--- src/design/video_dac_pkg.sv ---
// constants shared by the triple video converter input stage
package video_dac_pkg;
    // ----------------------------------------------------------------
    // widths
    // ----------------------------------------------------------------
    localparam int CODE_W = 8;                       // bits per colour channel
    localparam logic [CODE_W-1:0] CODE_WHITE = 8'hFF; // forced full-scale code
    localparam logic [CODE_W-1:0] CODE_ZERO = 8'h00;  // zero code
    // ----------------------------------------------------------------
    // reset values of the pipeline
    // ----------------------------------------------------------------
    localparam logic RST_BLANK_ACTIVE = 1'b1;  // outputs blanked after reset
    localparam logic RST_SYNC_ACTIVE = 1'b0;   // sync source on after reset
    // ----------------------------------------------------------------
    // timing
    // ----------------------------------------------------------------
    localparam int CLK_MHZ = 25;               // system clock rate
    localparam int MAX_PIXEL_MHZ = 30;         // highest supported pixel rate
    // output level selected for a pixel
    typedef enum logic [2:0] {
        LVL_BLANK,
        LVL_WHITE,
        LVL_DATA
    } level_t;
endpackage

--- src/design/video_dac_input.sv ---
// input pipeline of a triple 8-bit video converter
// What this block does
// - capture 24-bit colour word every rising edge
// - force-white drives all codes to all ones
// - controls captured on same edge as colour
// - blank low forces blanking, ignores data, white
// - sync low switches off green timing current
// - channel codes binary, bit 0 least significant
// - white level with force-white, no control asserted
// - green carries black offset unless blank low
// - accept a new pixel every clock
`timescale 1ns/1ps
module video_dac_input
    import video_dac_pkg::*;
(
    // clock and synchronous reset
    input wire logic clk,
    input wire logic rst,
    // one pixel per clock from the controller, plain binary
    input wire logic [CODE_W-1:0] red_code,
    input wire logic [CODE_W-1:0] green_code,
    input wire logic [CODE_W-1:0] blue_code,
    // controls, captured with the pixel they belong to
    input wire logic force_white,
    input wire logic blank_n,
    input wire logic sync_n,
    // codes applied to the three converters
    output logic [CODE_W-1:0] red_current_out,
    output logic [CODE_W-1:0] green_current_out,
    output logic [CODE_W-1:0] blue_current_out,
    // black offset switches, one per channel
    output logic red_black_offset_on,
    output logic green_black_offset_on,
    output logic blue_black_offset_on,
    // sync current source switch for the green timing output
    output logic green_timing_current_out
);
    // ----------------------------------------------------------------
    // state
    // ----------------------------------------------------------------
    typedef struct packed {
        // stage one: pixel and controls as captured
        logic [CODE_W-1:0] red;     // captured red code
        logic [CODE_W-1:0] green;   // captured green code
        logic [CODE_W-1:0] blue;    // captured blue code
        logic white;                // captured force-white
        logic blank_n;              // captured blank, active low
        logic sync_n;               // captured sync, active low
        // stage two: what the converters are driven with
        level_t level;              // selected level
        logic [CODE_W-1:0] red_o;   // red converter code
        logic [CODE_W-1:0] green_o; // green converter code
        logic [CODE_W-1:0] blue_o;  // blue converter code
        logic offset_on;            // black offset enabled on all channels
        logic timing_on;            // sync current source on
    } state_t;

    state_t state_reg; // registered state
    state_t state_next; // next state

    // ----------------------------------------------------------------
    // next state
    // ----------------------------------------------------------------
    // stage one captures; stage two selects the level
    always_comb
    begin
        state_next = state_reg;
        // capture colour and controls together, new pixel each clock
        state_next.red = red_code;
        state_next.green = green_code;
        state_next.blue = blue_code;
        state_next.white = force_white;
        state_next.blank_n = blank_n;
        state_next.sync_n = sync_n;
        // level selection on captured values, one stage later
        if (!state_reg.blank_n)
        begin
            // blanking: codes and white ignored
            state_next.level = LVL_BLANK;
            state_next.red_o = CODE_ZERO;
            state_next.green_o = CODE_ZERO;
            state_next.blue_o = CODE_ZERO;
            state_next.offset_on = 1'b0;
        end
        else if (state_reg.white)
        begin
            // white: full scale plus black offset
            state_next.level = LVL_WHITE;
            state_next.red_o = CODE_WHITE;
            state_next.green_o = CODE_WHITE;
            state_next.blue_o = CODE_WHITE;
            state_next.offset_on = 1'b1;
        end
        else
        begin
            // normal pixel: data plus black offset
            state_next.level = LVL_DATA;
            state_next.red_o = state_reg.red;
            state_next.green_o = state_reg.green;
            state_next.blue_o = state_reg.blue;
            state_next.offset_on = 1'b1;
        end
        // sync only removes the timing current, never overrides others
        state_next.timing_on = state_reg.sync_n;
    end

    // ----------------------------------------------------------------
    // registers
    // ----------------------------------------------------------------
    // synchronous reset puts outputs at the blanking level
    always_ff @(posedge clk)
    begin
        // a reset edge drops the pixel that it would have captured
        if (rst)
        begin
            state_reg <= '0;
            state_reg.blank_n <= ~RST_BLANK_ACTIVE;
            state_reg.sync_n <= ~RST_SYNC_ACTIVE;
            state_reg.level <= LVL_BLANK;
            state_reg.timing_on <= ~RST_SYNC_ACTIVE;
        end
        else
        begin
            state_reg <= state_next;
        end
    end

    // outputs straight from flip-flops
    // the three offset switches share one flip-flop, copied per channel
    assign red_current_out = state_reg.red_o;
    assign green_current_out = state_reg.green_o;
    assign blue_current_out = state_reg.blue_o;
    assign red_black_offset_on = state_reg.offset_on;
    assign green_black_offset_on = state_reg.offset_on;
    assign blue_black_offset_on = state_reg.offset_on;
    assign green_timing_current_out = state_reg.timing_on;

    // ----------------------------------------------------------------
    // checks
    // ----------------------------------------------------------------
    // pixel checks start only on an edge that captured, not on a reset edge,
    // and need no reset at the two edges that carry the pixel through

    // red code reaches its converter two edges after it is driven
    a_capture_red: assert property (@(posedge clk) disable iff (rst)
        !rst && blank_n && !force_white ##2 1'b1 |-> red_current_out == $past(red_code, 2))
        else $error("red code not passed after two edges");

    // green code keeps its bit order through the pipe
    a_capture_green: assert property (@(posedge clk) disable iff (rst)
        !rst && blank_n && !force_white ##2 1'b1 |-> green_current_out == $past(green_code, 2))
        else $error("green code not passed in order");

    // blue code reaches its converter two edges after it is driven
    a_capture_blue: assert property (@(posedge clk) disable iff (rst)
        !rst && blank_n && !force_white ##2 1'b1 |-> blue_current_out == $past(blue_code, 2))
        else $error("blue code not passed after two edges");

    // force-white puts all ones on blue
    a_white_forced: assert property (@(posedge clk) disable iff (rst)
        !rst && force_white && blank_n |-> ##2 blue_current_out == CODE_WHITE)
        else $error("force white did not give all ones");

    // force-white puts all ones on red and green too
    a_white_all: assert property (@(posedge clk) disable iff (rst)
        !rst && force_white && blank_n |-> ##2
        (red_current_out == CODE_WHITE && green_current_out == CODE_WHITE))
        else $error("force white missed a channel");

    // blanking clears red code and green offset
    a_blank_wins: assert property (@(posedge clk) disable iff (rst)
        !rst && !blank_n |-> ##2 (red_current_out == CODE_ZERO && !green_black_offset_on))
        else $error("blank did not force blanking level");

    // blanking clears the other codes and offsets
    a_blank_codes: assert property (@(posedge clk) disable iff (rst)
        !rst && !blank_n |-> ##2 (green_current_out == CODE_ZERO &&
        blue_current_out == CODE_ZERO && !red_black_offset_on && !blue_black_offset_on))
        else $error("blank left a code or offset on");

    // sync low removes the timing current
    a_sync_off: assert property (@(posedge clk) disable iff (rst)
        !rst && !sync_n |-> ##2 !green_timing_current_out)
        else $error("sync current not switched off");

    // sync high keeps the timing current
    a_sync_on: assert property (@(posedge clk) disable iff (rst)
        !rst && sync_n |-> ##2 green_timing_current_out)
        else $error("sync current missing while sync high");

    // sync inside blanking leaves green with no current at all
    a_sync_level: assert property (@(posedge clk) disable iff (rst)
        !rst && !blank_n && !sync_n |-> ##2
        (!green_timing_current_out && !green_black_offset_on))
        else $error("sync level not reached");

    // sync travels with the same delay as the pixel
    a_sync_aligned: assert property (@(posedge clk) disable iff (rst)
        !$past(rst) && !$past(rst, 2) |-> green_timing_current_out == $past(sync_n, 2))
        else $error("sync not aligned with data");

    // white level: full green code, red offset and sync current
    a_white_level: assert property (@(posedge clk) disable iff (rst)
        !rst && force_white && blank_n && sync_n |-> ##2
        (green_current_out == CODE_WHITE && green_timing_current_out && red_black_offset_on))
        else $error("white level incomplete");

    // normal pixel carries the black offset on blue
    a_data_offset: assert property (@(posedge clk) disable iff (rst)
        !rst && blank_n |-> ##2 blue_black_offset_on)
        else $error("black offset missing on pixel");

    // normal pixel carries the black offset on red and green
    a_offsets_on: assert property (@(posedge clk) disable iff (rst)
        !rst && blank_n |-> ##2 (red_black_offset_on && green_black_offset_on))
        else $error("black offset missing on red or green");

    // blank reaches the offsets with the same delay as the data
    a_latency_same: assert property (@(posedge clk) disable iff (rst)
        !$past(rst) && !$past(rst, 2) && $past(blank_n, 2) |-> red_black_offset_on)
        else $error("control latency differs from data");

    // a reset edge leaves the outputs at the blanking level with sync on
    a_reset_blank: assert property (@(posedge clk)
        rst |=> (red_current_out == CODE_ZERO && green_current_out == CODE_ZERO &&
        blue_current_out == CODE_ZERO && !green_black_offset_on && green_timing_current_out))
        else $error("reset did not leave the blanking level");
endmodule

--- config.mk ---
export PLATFORM = sky130hd
export DESIGN_NAME = video_dac_input
export DESIGN_NICKNAME = d
export VERILOG_FILES = /design/src/design/video_dac_pkg.sv /design/src/design/video_dac_input.sv
export SDC_FILE = /design/constraint.sdc
export NUM_CORES = 1
export LEC_CHECK = 0
export BUFFER_PORTS_ARGS = -buffer_cell sky130_fd_sc_hd__buf_2
export CORE_MARGIN = 8
export CORE_UTILIZATION = 48
export CTS_CLUSTER_SIZE = 20
export DETAILED_ROUTE_END_ITERATION = 10
export HOLD_SLACK_MARGIN = 0.1
export PLACE_DENSITY_LB_ADDON = 0.08
export SLEW_MARGIN = 0
export SYNTH_ARGS = -nofsm -noshare
export SYNTH_HDL_FRONTEND = slang
export SYNTH_SLANG_ARGS = --single-unit
--- constraint.sdc ---
create_clock -name clk -period 1 [get_ports clk]
set_input_delay 0.1 -clock clk [delete_from_list [all_inputs] [get_ports clk]]
set_output_delay 0.1 -clock clk [all_outputs]
set_load 0.01 [all_outputs]
==> impl_metrics.tcl, run 1 <==
set metrics [dict create \
    status "finished, final reports clean" \
    maxCapViolations 0 \
    synth_commonest_cells "dfxtp_1, nor2_1, buf_4" \
    syn_inst 165 \
    relSlewSlack_pct 71.8 \
    rows 21 \
    cts.sinks 53 \
    synthArstFlopShare_pct 0 \
    via_count 1082 \
    ys_ff_latch 53 \
    slowest_stage "dfxtp_1" \
    path_buf_inv 1 \
    power.density_mw_per_mm2 1610 \
    holdPathStages 1 \
    crit_fanout 3 \
    fin_skew_ns 0.00597 \
    avgRoutedWirePerCell_microns 10.6 \
    antenna_found_initial 0 \
    multi_input_area_sq_um 367 \
    n_antenna_cell 0 \
    track_usage_pct 10.9 \
    p_int_mw 2.73 \
    wl_met1_mm 1.06 \
    path_cells "buf_2" \
    fin_area_sq_mm 0.00214 \
    cts_buffers 5 \
    rsz0062_at_grt "no" \
    min_path_type "flop to flop" \
    drtAntennaViolNets 0 \
    vias_per_cell 3.99 \
    syn_nets 194 \
    required_ns 0.90 \
    sw_frac_of_total_pct 21.0 \
    p_sw_mw 0.725 \
    clock.fmax_mhz 1070 \
    grt_pass1_wl_mm 4.53 \
    power_frac_seq_pct 64.7 \
    numPortBuffers 56 \
    leakagePower_nw 1.02 \
    largest_reg_flops 26 \
    synth_warnings 0 \
    r2r_slack_ns 0.13 \
    fin_util_pct 63.7 \
    routed_wl_mm 2.88 \
    die_area_sq_mm 0.00568 \
    initial_core_util_pct 50.3 \
    grt_overflow 0 \
    gp_congestion 0.676 \
    netlist_area_sq_mm 0.00169 \
    min_period_over_period_pct 93.5 \
    crit_arrival_ns 0.83 \
    cp.depth 1 \
    netlist.area_leader.share_pct 62.7 \
    clk_pin_slew_worst_paths_ns 0.13 \
    ctsRootBufferMaster "clkbuf_4" \
    synth_top_cell_by_area "dfxtp_1" \
    crit_path_end_kind "primary output" \
    routed-wl-met2_mm 1.56 \
    dpl.hpwl_mm 1.89 \
    synth_edf_count 0 \
    clockBufferDepth 2 \
    syn_avg_cell_area_sq_um 10.3 \
    seq_area_frac_synth_pct 62.7 \
    power_frac_comb_pct 9.0 \
    ir_drop_mv 1.03 \
    dr.pass1.iters 2 \
    syn_to_final_growth_pct 26.6 \
    met3WireLength_microns 201 \
    slowest_delay_ns 0.36 \
    clkPwrFrac_pct 26.3 \
    top_layer_used "met4" \
    fp.dieH_microns 75.4 \
    cts_tree "done" \
    cp_top_family "flip-flops" \
    placed_area_sq_mm 0.00180 \
    nNetsFinal 254 \
    drc 0 \
    fillCellCount 296 \
    register_area_sq_mm 0.00106 \
    yosysMostFrequentCell "dfxtp_1" \
    core_sq_mm 0.00336 \
    worstSetupPathType "flop to primary output" \
    start_kind "flop" \
    top_level_ports 57 \
    slew_viol_final 0 \
    hold_viol 0 \
    drt_iter0_drc 42 \
    synthFlopType "dfxtp_1" \
    reg2reg_depth 2 \
    clk_latency_ns 0.35 \
    grt_pass1_vias 1063 \
    finalSetupViolCount 0 \
    die_w_microns 75.4 \
    htreeDepth 2 \
    ys_types 11 \
    fin_crit_ns 0.935 \
    drive_gt1_share_pct 29.8 \
    yosys-top-cells-area "dfxtp_1, buf_4, nor2_1" \
    tightest_slew_ns 0.423 \
    grt_start_max_net_pins 26 \
]
metal layers:
layer	track usage (%)	vias to the layer above
met5	0	-
met4	6.40	0
met3	3.68	6
met2	20.0	32
met1	10.1	462
li1	-	582
final timing paths:
kind / startpoint / endpoint
setup reg to reg: state_reg[31] / green_current_out[4]
setup / recovery: blue_black_offset_on / green_black_offset_on
hold reg to reg: state_next[0] / green_timing_current_out
hold / removal: state_next[0] / green_timing_current_out
timing repair:
| item | in CTS | in global routing |
|---|---|---|
| setup endpoints to repair | 24 | 0 |
| hold buffers | 28 | 0 |
| endpoints found under the hold margin | 27 | 0 |
| setup buffers | 0 | 0 |
| gates resized for setup | 1 | 0 |
layout make-up:
type,instances,share of cell area [%]
clock buffers,7,2.57
inverters,1,0.175
multi-input cells,77,17.1
flip-flops and latches,53,49.6
well taps,46,2.69
repair buffers,87,27.8
power by group through the flow:
stage | Sequential (mW) | Combinational, mW | Clock, mW
floorplan | 2.27 | 0.183 | 0
global placement | 2.28 | 0.225 | 0
detailed placement | 2.28 | 0.229 | 0
CTS | 2.23 | 0.313 | 0.918
global route | 2.24 | 0.348 | 1.03
finish | 2.23 | 0.311 | 0.907
cell families (layout without fill, tap and decap cells):
logic type | count (synthesis) | count (layout) | share of synthesized area, %
buf+inv | 35 | 95 | 15.6
simple gates | 77 | 77 | 21.7
flops | 53 | 53 | 62.7
per-stage QoR:
stage | hold WS [ns] | power, mW | instances | worst slack (ns) | TNS (ns)
final | 0.423 | 3.45 | 271 | 0.0650 | 0
after CTS | 0.428 | 3.46 | 271 | 0.0425 | 0
after floorplan | 0.197 | 2.45 | 165 | 0.243 | 0
after global placement | 0.279 | 2.50 | 236 | -0.0738 | -1.26
after detailed placement | 0.288 | 2.51 | 236 | -0.120 | -2.32
after global routing | 0.449 | 3.62 | 271 | 0.0116 | 0
cells in the final DEF, fill, tap and decap left out:
cell type / Yosys / layout
buf_2: 4 / 56
dfxtp_1: 53 / 52
nor2_1: 47 / 47
dlygate4sd3_1: 0 / 28
nor2b_1: 24 / 24
clkbuf_4: 0 / 5
or2_1: 2 / 2
and2b_1: 2 / 2
buf_4: 26 / 2
nand2b_1: 1 / 1
nor2_2: 1 / 1
inv_1: 1 / 1
clkbuf_8: 0 / 1
clkbuf_1: 0 / 1
buf_12: 0 / 1
dfxtp_2: 0 / 1
Note: power is estimated with default switching activity, not from simulation.
==> run 2: changes to the inputs <==
--- a/config.mk
+++ b/config.mk
@@ -5,6 +5,7 @@
 export SDC_FILE = /design/constraint.sdc
 export NUM_CORES = 1
 export LEC_CHECK = 0
+export ABC_AREA = 1
 export BUFFER_PORTS_ARGS = -buffer_cell sky130_fd_sc_hd__buf_2
 export CORE_MARGIN = 8
 export CORE_UTILIZATION = 48
==> run 2 against run 1 <==
Against the previous run: clock skew grew 0.0042 ns; global-route usage is essentially flat; utilization grew 1.5 points; combinational power grew 3%; register-to-register slack lost 0.02 ns; largest cell class unchanged.
==> impl_metrics.tcl, run 2 <==
set metrics [dict create \
    status "finished, final reports clean" \
    synth_adder_area_share_pct 0 \
    synth_commonest_cells "nor2_1, dfxtp_1, buf_4, inv_1, buf_2" \
    crit_fanout 1 \
    syn_avg_cell_area_sq_um 8.98 \
    clock.fmax_mhz 1060 \
    cts_tree "done" \
    htreeDepth 2 \
    syn_inst 191 \
    initial_core_util_pct 50.6 \
    gp_congestion 0.728 \
    holdWs_ns 0.431 \
    dr.pass1.iters 4 \
    drtAntennaViolNets 0 \
    synth.area.mux_share_pct 0 \
    worst_slack_ns 0.0607 \
    syn_nets 220 \
    synthArstFlopShare_pct 0 \
    dp.cells 264 \
    nNetsFinal 282 \
    n_antenna_cell 0 \
    fin_crit_ns 0.939 \
    antenna_found_initial 0 \
    synthXorXnorAreaFrac_pct 0 \
    path_buf_inv 1 \
    fin_skew_ns 0.0101 \
    ctsRootBufferMaster "clkbuf_4" \
    avgRoutedWirePerCell_microns 10.1 \
    cp_top_family "flip-flops" \
    holdPathStages 1 \
    fp.dieH_microns 75.8 \
    final_cell_mix "nor2_1, buf_2, dfxtp_1" \
    netlist.area_leader.share_pct 61.9 \
    yosysMostFrequentCell "nor2_1" \
    path_cells "buf_2" \
    clk_pin_slew_worst_paths_ns 0.14 \
    track_usage_pct 10.8 \
    worstSetupPathType "flop to primary output" \
    slowest_delay_ns 0.36 \
    leakagePower_nw 1.17 \
    synthSimpleGateAreaFrac_pct 17.6 \
    final_common_cell "nor2_1" \
    synth_top_family_by_area "buffers and inverters" \
    reg2reg_depth 2 \
    min_path_type "flop to flop" \
    drt_iter0_drc 46 \
    hold_viol 0 \
    die_w_microns 75.8 \
    ir_drop_mv 1.21 \
    slew_viol_final 0 \
    start_kind "flop" \
    core_sq_mm 0.00339 \
    seq_area_frac_synth_pct 61.9 \
    fin_area_sq_mm 0.00221 \
    power.density_mw_per_mm2 1700 \
    relSlewSlack_pct 73.1 \
    synth_warnings 0 \
    routed_wl_mm 3.04 \
    cp.depth 1 \
    synthFlopType "dfxtp_1" \
    critical_path.startpoint "blue_current_out[3]" \
    netlist_area_sq_mm 0.00172 \
    grt_pass1_wl_mm 4.59 \
    maxCapViolations 0 \
    syn_to_final_growth_pct 28.7 \
    dpl.hpwl_mm 2.11 \
    clk_latency_ns 0.35 \
    grt_start_max_net_pins 25 \
    cts_buffers 5 \
    numPortBuffers 56 \
    largest_reg_flops 26 \
    crit_path_end_kind "primary output" \
    yosys-top-cells-area "dfxtp_1, nor2_1, buf_4" \
    synth_compound_area_share_pct 0 \
    placed_area_sq_mm 0.00184 \
    rsz0062_at_grt "no" \
    hp-start "state_next[0]" \
    drc 0 \
    drive_gt1_share_pct 29.9 \
    grt_overflow 0 \
    top_level_ports 57 \
    clockBufferDepth 2 \
    crit_arrival_ns 0.84 \
    rr_startpoint "state_reg[31]" \
    finalSetupViolCount 0 \
    grt_pass1_vias 1037 \
    required_ns 0.90 \
    rows 21 \
    via_count 1200 \
    die_area_sq_mm 0.00574 \
    final_cells 300 \
    place_ws_ns -0.115 \
    slowest_stage "dfxtp_1" \
    cts.sinks 53 \
    ys_ff_latch 53 \
    vias_per_cell 4.00 \
    synth_top_cell_by_area "dfxtp_1" \
    min_period_over_period_pct 93.9 \
    synth_edf_count 0 \
    ys_types 9 \
    tightest_slew_ns 0.403 \
]
run 2: metal layers:
layer  share of wire (%)  vias to the layer above  GRT usage, %
li1                    -                      637             -
met1                  41                      520          11.4
met2                  51                       38          19.1
met3                 7.5                        5          4.21
met4                0.95                        0          3.84
met5                   0                        -             0
run 2: repair_timing:
action / CTS / global route
setup buffers: 0 / 0
gates resized for setup: 1 / 2
hold buffers: 28 / 0
hold endpoints to repair: 28 / 0
setup endpoints to repair: 24 / 2
run 2: final timing paths:
| kind | end | slack (ns) |
|---|---|---|
| setup / recovery | blue_current_out[3] | 0.06 |
| hold / removal | green_timing_current_out | 0.43 |
| setup reg to reg | blue_current_out[5] | 0.11 |
| hold reg to reg | green_timing_current_out | 0.43 |
run 2: cell type report:
class	count	area (sq um)
multi-input cells	77	302
well taps	46	57.6
inverters	28	105
flip-flops and latches	53	1060
fillers	302	1180
clock inverters	2	37.5
clock buffers	6	51.3
repair buffers	88	591
run 2: kinds of logic (layout without fill, tap and decap cells):
group                  Yosys count  in the layout
flip-flops                      53             53
AND/OR/NAND/NOR                 77             77
buffers and inverters           61            124
run 2: stage by stage:
step / setup TNS [ns] / utilization (%) / power (mW)
4_1_cts: 0 / 65.1 / 3.81
3_3_place_gp: -1.77 / 54.2 / 2.51
2_1_floorplan: 0 / - / 2.45
5_1_grt: 0 / 65.2 / 3.95
3_5_place_dp: -2.38 / 54.2 / 2.52
6_report: 0 / 65.2 / 3.76
run 2: report_power, final:
group          switching [mW]  internal [mW]  leakage (nW)
clock network           0.609          0.595        0.0445
logic                   0.135          0.184         0.691
registers              0.0345           2.20         0.438
total                   0.779           2.98          1.17
==> run 3: changes to the inputs <==
--- a/config.mk
+++ b/config.mk
@@ -13,6 +13,7 @@
 export DETAILED_ROUTE_END_ITERATION = 10
 export HOLD_SLACK_MARGIN = 0.1
 export PLACE_DENSITY_LB_ADDON = 0.08
+export REMOVE_ABC_BUFFERS = 1
 export SLEW_MARGIN = 0
 export SYNTH_ARGS = -nofsm -noshare
 export SYNTH_HDL_FRONTEND = slang
==> run 3 against run 2 <==
Against the previous run: die area is the same; total power decreased by 4.4%; utilization is 0.59 points higher; critical endpoint is now state_next[0]; highest routed layer unchanged; via count increased by 2.0%; clock power fell by 15%.
==> impl_metrics.tcl, run 3 (synthesis gave the netlist of run 2 again) <==
set metrics [dict create \
    status "finished, final reports clean" \
    numPortBuffers 56 \
    slowest_stage "dlygate4sd3_1" \
    syn_to_final_growth_pct 29.9 \
    drive_gt1_share_pct 30.1 \
    via_count 1224 \
    htreeDepth 2 \
    fin_skew_ns 0.00981 \
    fp.dieH_microns 75.8 \
    r2r_end "green_current_out[7]" \
    avgRoutedWirePerCell_microns 10.7 \
    crit_end "state_next[0]" \
    drtAntennaViolNets 0 \
    crit_arrival_ns 1.23 \
    finalSetupViolCount 0 \
    clk_pin_slew_worst_paths_ns 0.12 \
    crit_path_end_kind "flop" \
    multi_input_area_sq_um 302 \
    die_area_sq_mm 0.00574 \
    maxCapViolations 0 \
    start_kind "primary input" \
    min_period_over_period_pct 97.7 \
    gp_congestion 0.643 \
    grt_pass1_wl_mm 5.10 \
    nNetsFinal 284 \
    tightest_slew_ns 0.158 \
    dp.cells 266 \
    initial_core_util_pct 50.6 \
    cts.sinks 53 \
    relSlewSlack_pct 89.4 \
    fin_crit_ns 0.977 \
    fillCellCount 291 \
    largest_reg_flops 26 \
    required_ns 1.25 \
    min_path_type "flop to flop" \
    track_usage_pct 12.1 \
    cp.depth 4 \
    register_area_sq_mm 0.00106 \
    power.density_mw_per_mm2 1610 \
    n_antenna_cell 0 \
    final_cells 302 \
    drc 0 \
    grt_start_max_net_pins 19 \
    routed_wl_mm 3.23 \
    critical_path.startpoint "rst" \
    cts_buffers 5 \
    tns_ns 0 \
    placed_area_sq_mm 0.00188 \
    clock.fmax_mhz 1020 \
    rr_startpoint "state_reg[31]" \
    rows 21 \
    rsz0062_at_grt "no" \
    crit_fanout 13 \
    ctsRootBufferMaster "clkbuf_4" \
    drt_iter0_drc 28 \
    vias_per_cell 4.05 \
    final_cell_mix "nor2_1, buf_2, dfxtp_1" \
    clk_latency_ns 0.36 \
    dpl.hpwl_mm 2.12 \
    grt_overflow 0 \
    top_level_ports 57 \
    fin_util_pct 65.7 \
    final_common_cell "nor2_1" \
    slew_viol_final 0 \
    core_sq_mm 0.00339 \
    cts_tree "done" \
    cp_top_family "buffers and inverters" \
    worstSetupPathType "primary input to flop" \
    hold_viol 0 \
    path_cells "dlygate4sd3_1 -> buf_2 -> buf_4 -> or2_2" \
    grt_pass1_vias 1163 \
    dr.pass1.iters 4 \
    slowest_delay_ns 0.53 \
    path_buf_inv 3 \
    die_w_microns 75.8 \
    fin_area_sq_mm 0.00223 \
    reg2reg_depth 3 \
    holdWs_ns 0.441 \
    ir_drop_mv 0.985 \
    clockBufferDepth 2 \
    r2r_slack_ns 0.20 \
    antenna_found_initial 0 \
    leakagePower_nw 1.19 \
]
run 3: cell count changes in the layout (fill, tap and decap cells not counted), sizes merged:
cell,delta
bufinv,-1
clkbuf,+1
clkinvlp,-1
clkinv,+1
buf,+2
run 3: area by class of cell:
type,instances,area share [%]
sequential,53,47.7
timing repair buffer,90,28.3
multi-input combinational,77,13.5
inverter,28,4.72
clock buffer,7,2.92
tap,46,2.58
clock inverter,1,0.225
run 3: worst min path at each step:
stage             startpoint                  endpoint  slack (ns)  cells past startpoint
2_1_floorplan            rst             state_reg[30]        0.17                      1
3_3_place_gp          sync_n             state_next[0]        0.29                      2
3_5_place_dp          sync_n             state_next[0]        0.30                      2
4_1_cts               sync_n             state_next[0]        0.44                      3
5_1_grt               sync_n             state_next[0]        0.45                      3
6_report       state_next[0]  green_timing_current_out        0.44                      1
run 3: where the power goes:
part | internal, mW | total, mW | switching (mW)
clock network | 0.409 | 1.02 | 0.610
registers | 2.20 | 2.22 | 0.0231
logic | 0.199 | 0.351 | 0.152
total | 2.81 | 3.59 | 0.786
run 3: per-layer routing:
layer	track usage (%)	part of all wire (%)	vias up
li1	-	-	644
met1	12.3	39	541
met2	20.5	50	37
met3	5.92	10	2
met4	5.12	0.68	0
met5	0	0	-
run 3: worst reg2reg max path: cells and delay by family (launching register included):
family	cells	cell delay (ns)
flip-flops	1	0.40
buffers and inverters	1	0.18
AND/OR/NAND/NOR	2	0.16
run 3: timing repair:
item / in CTS / in global routing
endpoints found under the hold margin: 27 / 0
buffers inserted: 0 / 0
setup endpoints to repair: 0 / 4
gates resized for setup: 0 / 2
hold buffers: 28 / 0
run 3: metrics by stage:
stage,total power [mW],setup WS [ns]
3_5_place_dp,2.54,0.186
3_3_place_gp,2.53,0.207
2_1_floorplan,2.38,0.0586
4_1_cts,3.64,0.0200
5_1_grt,3.78,0.0000931
6_report,3.59,0.0228
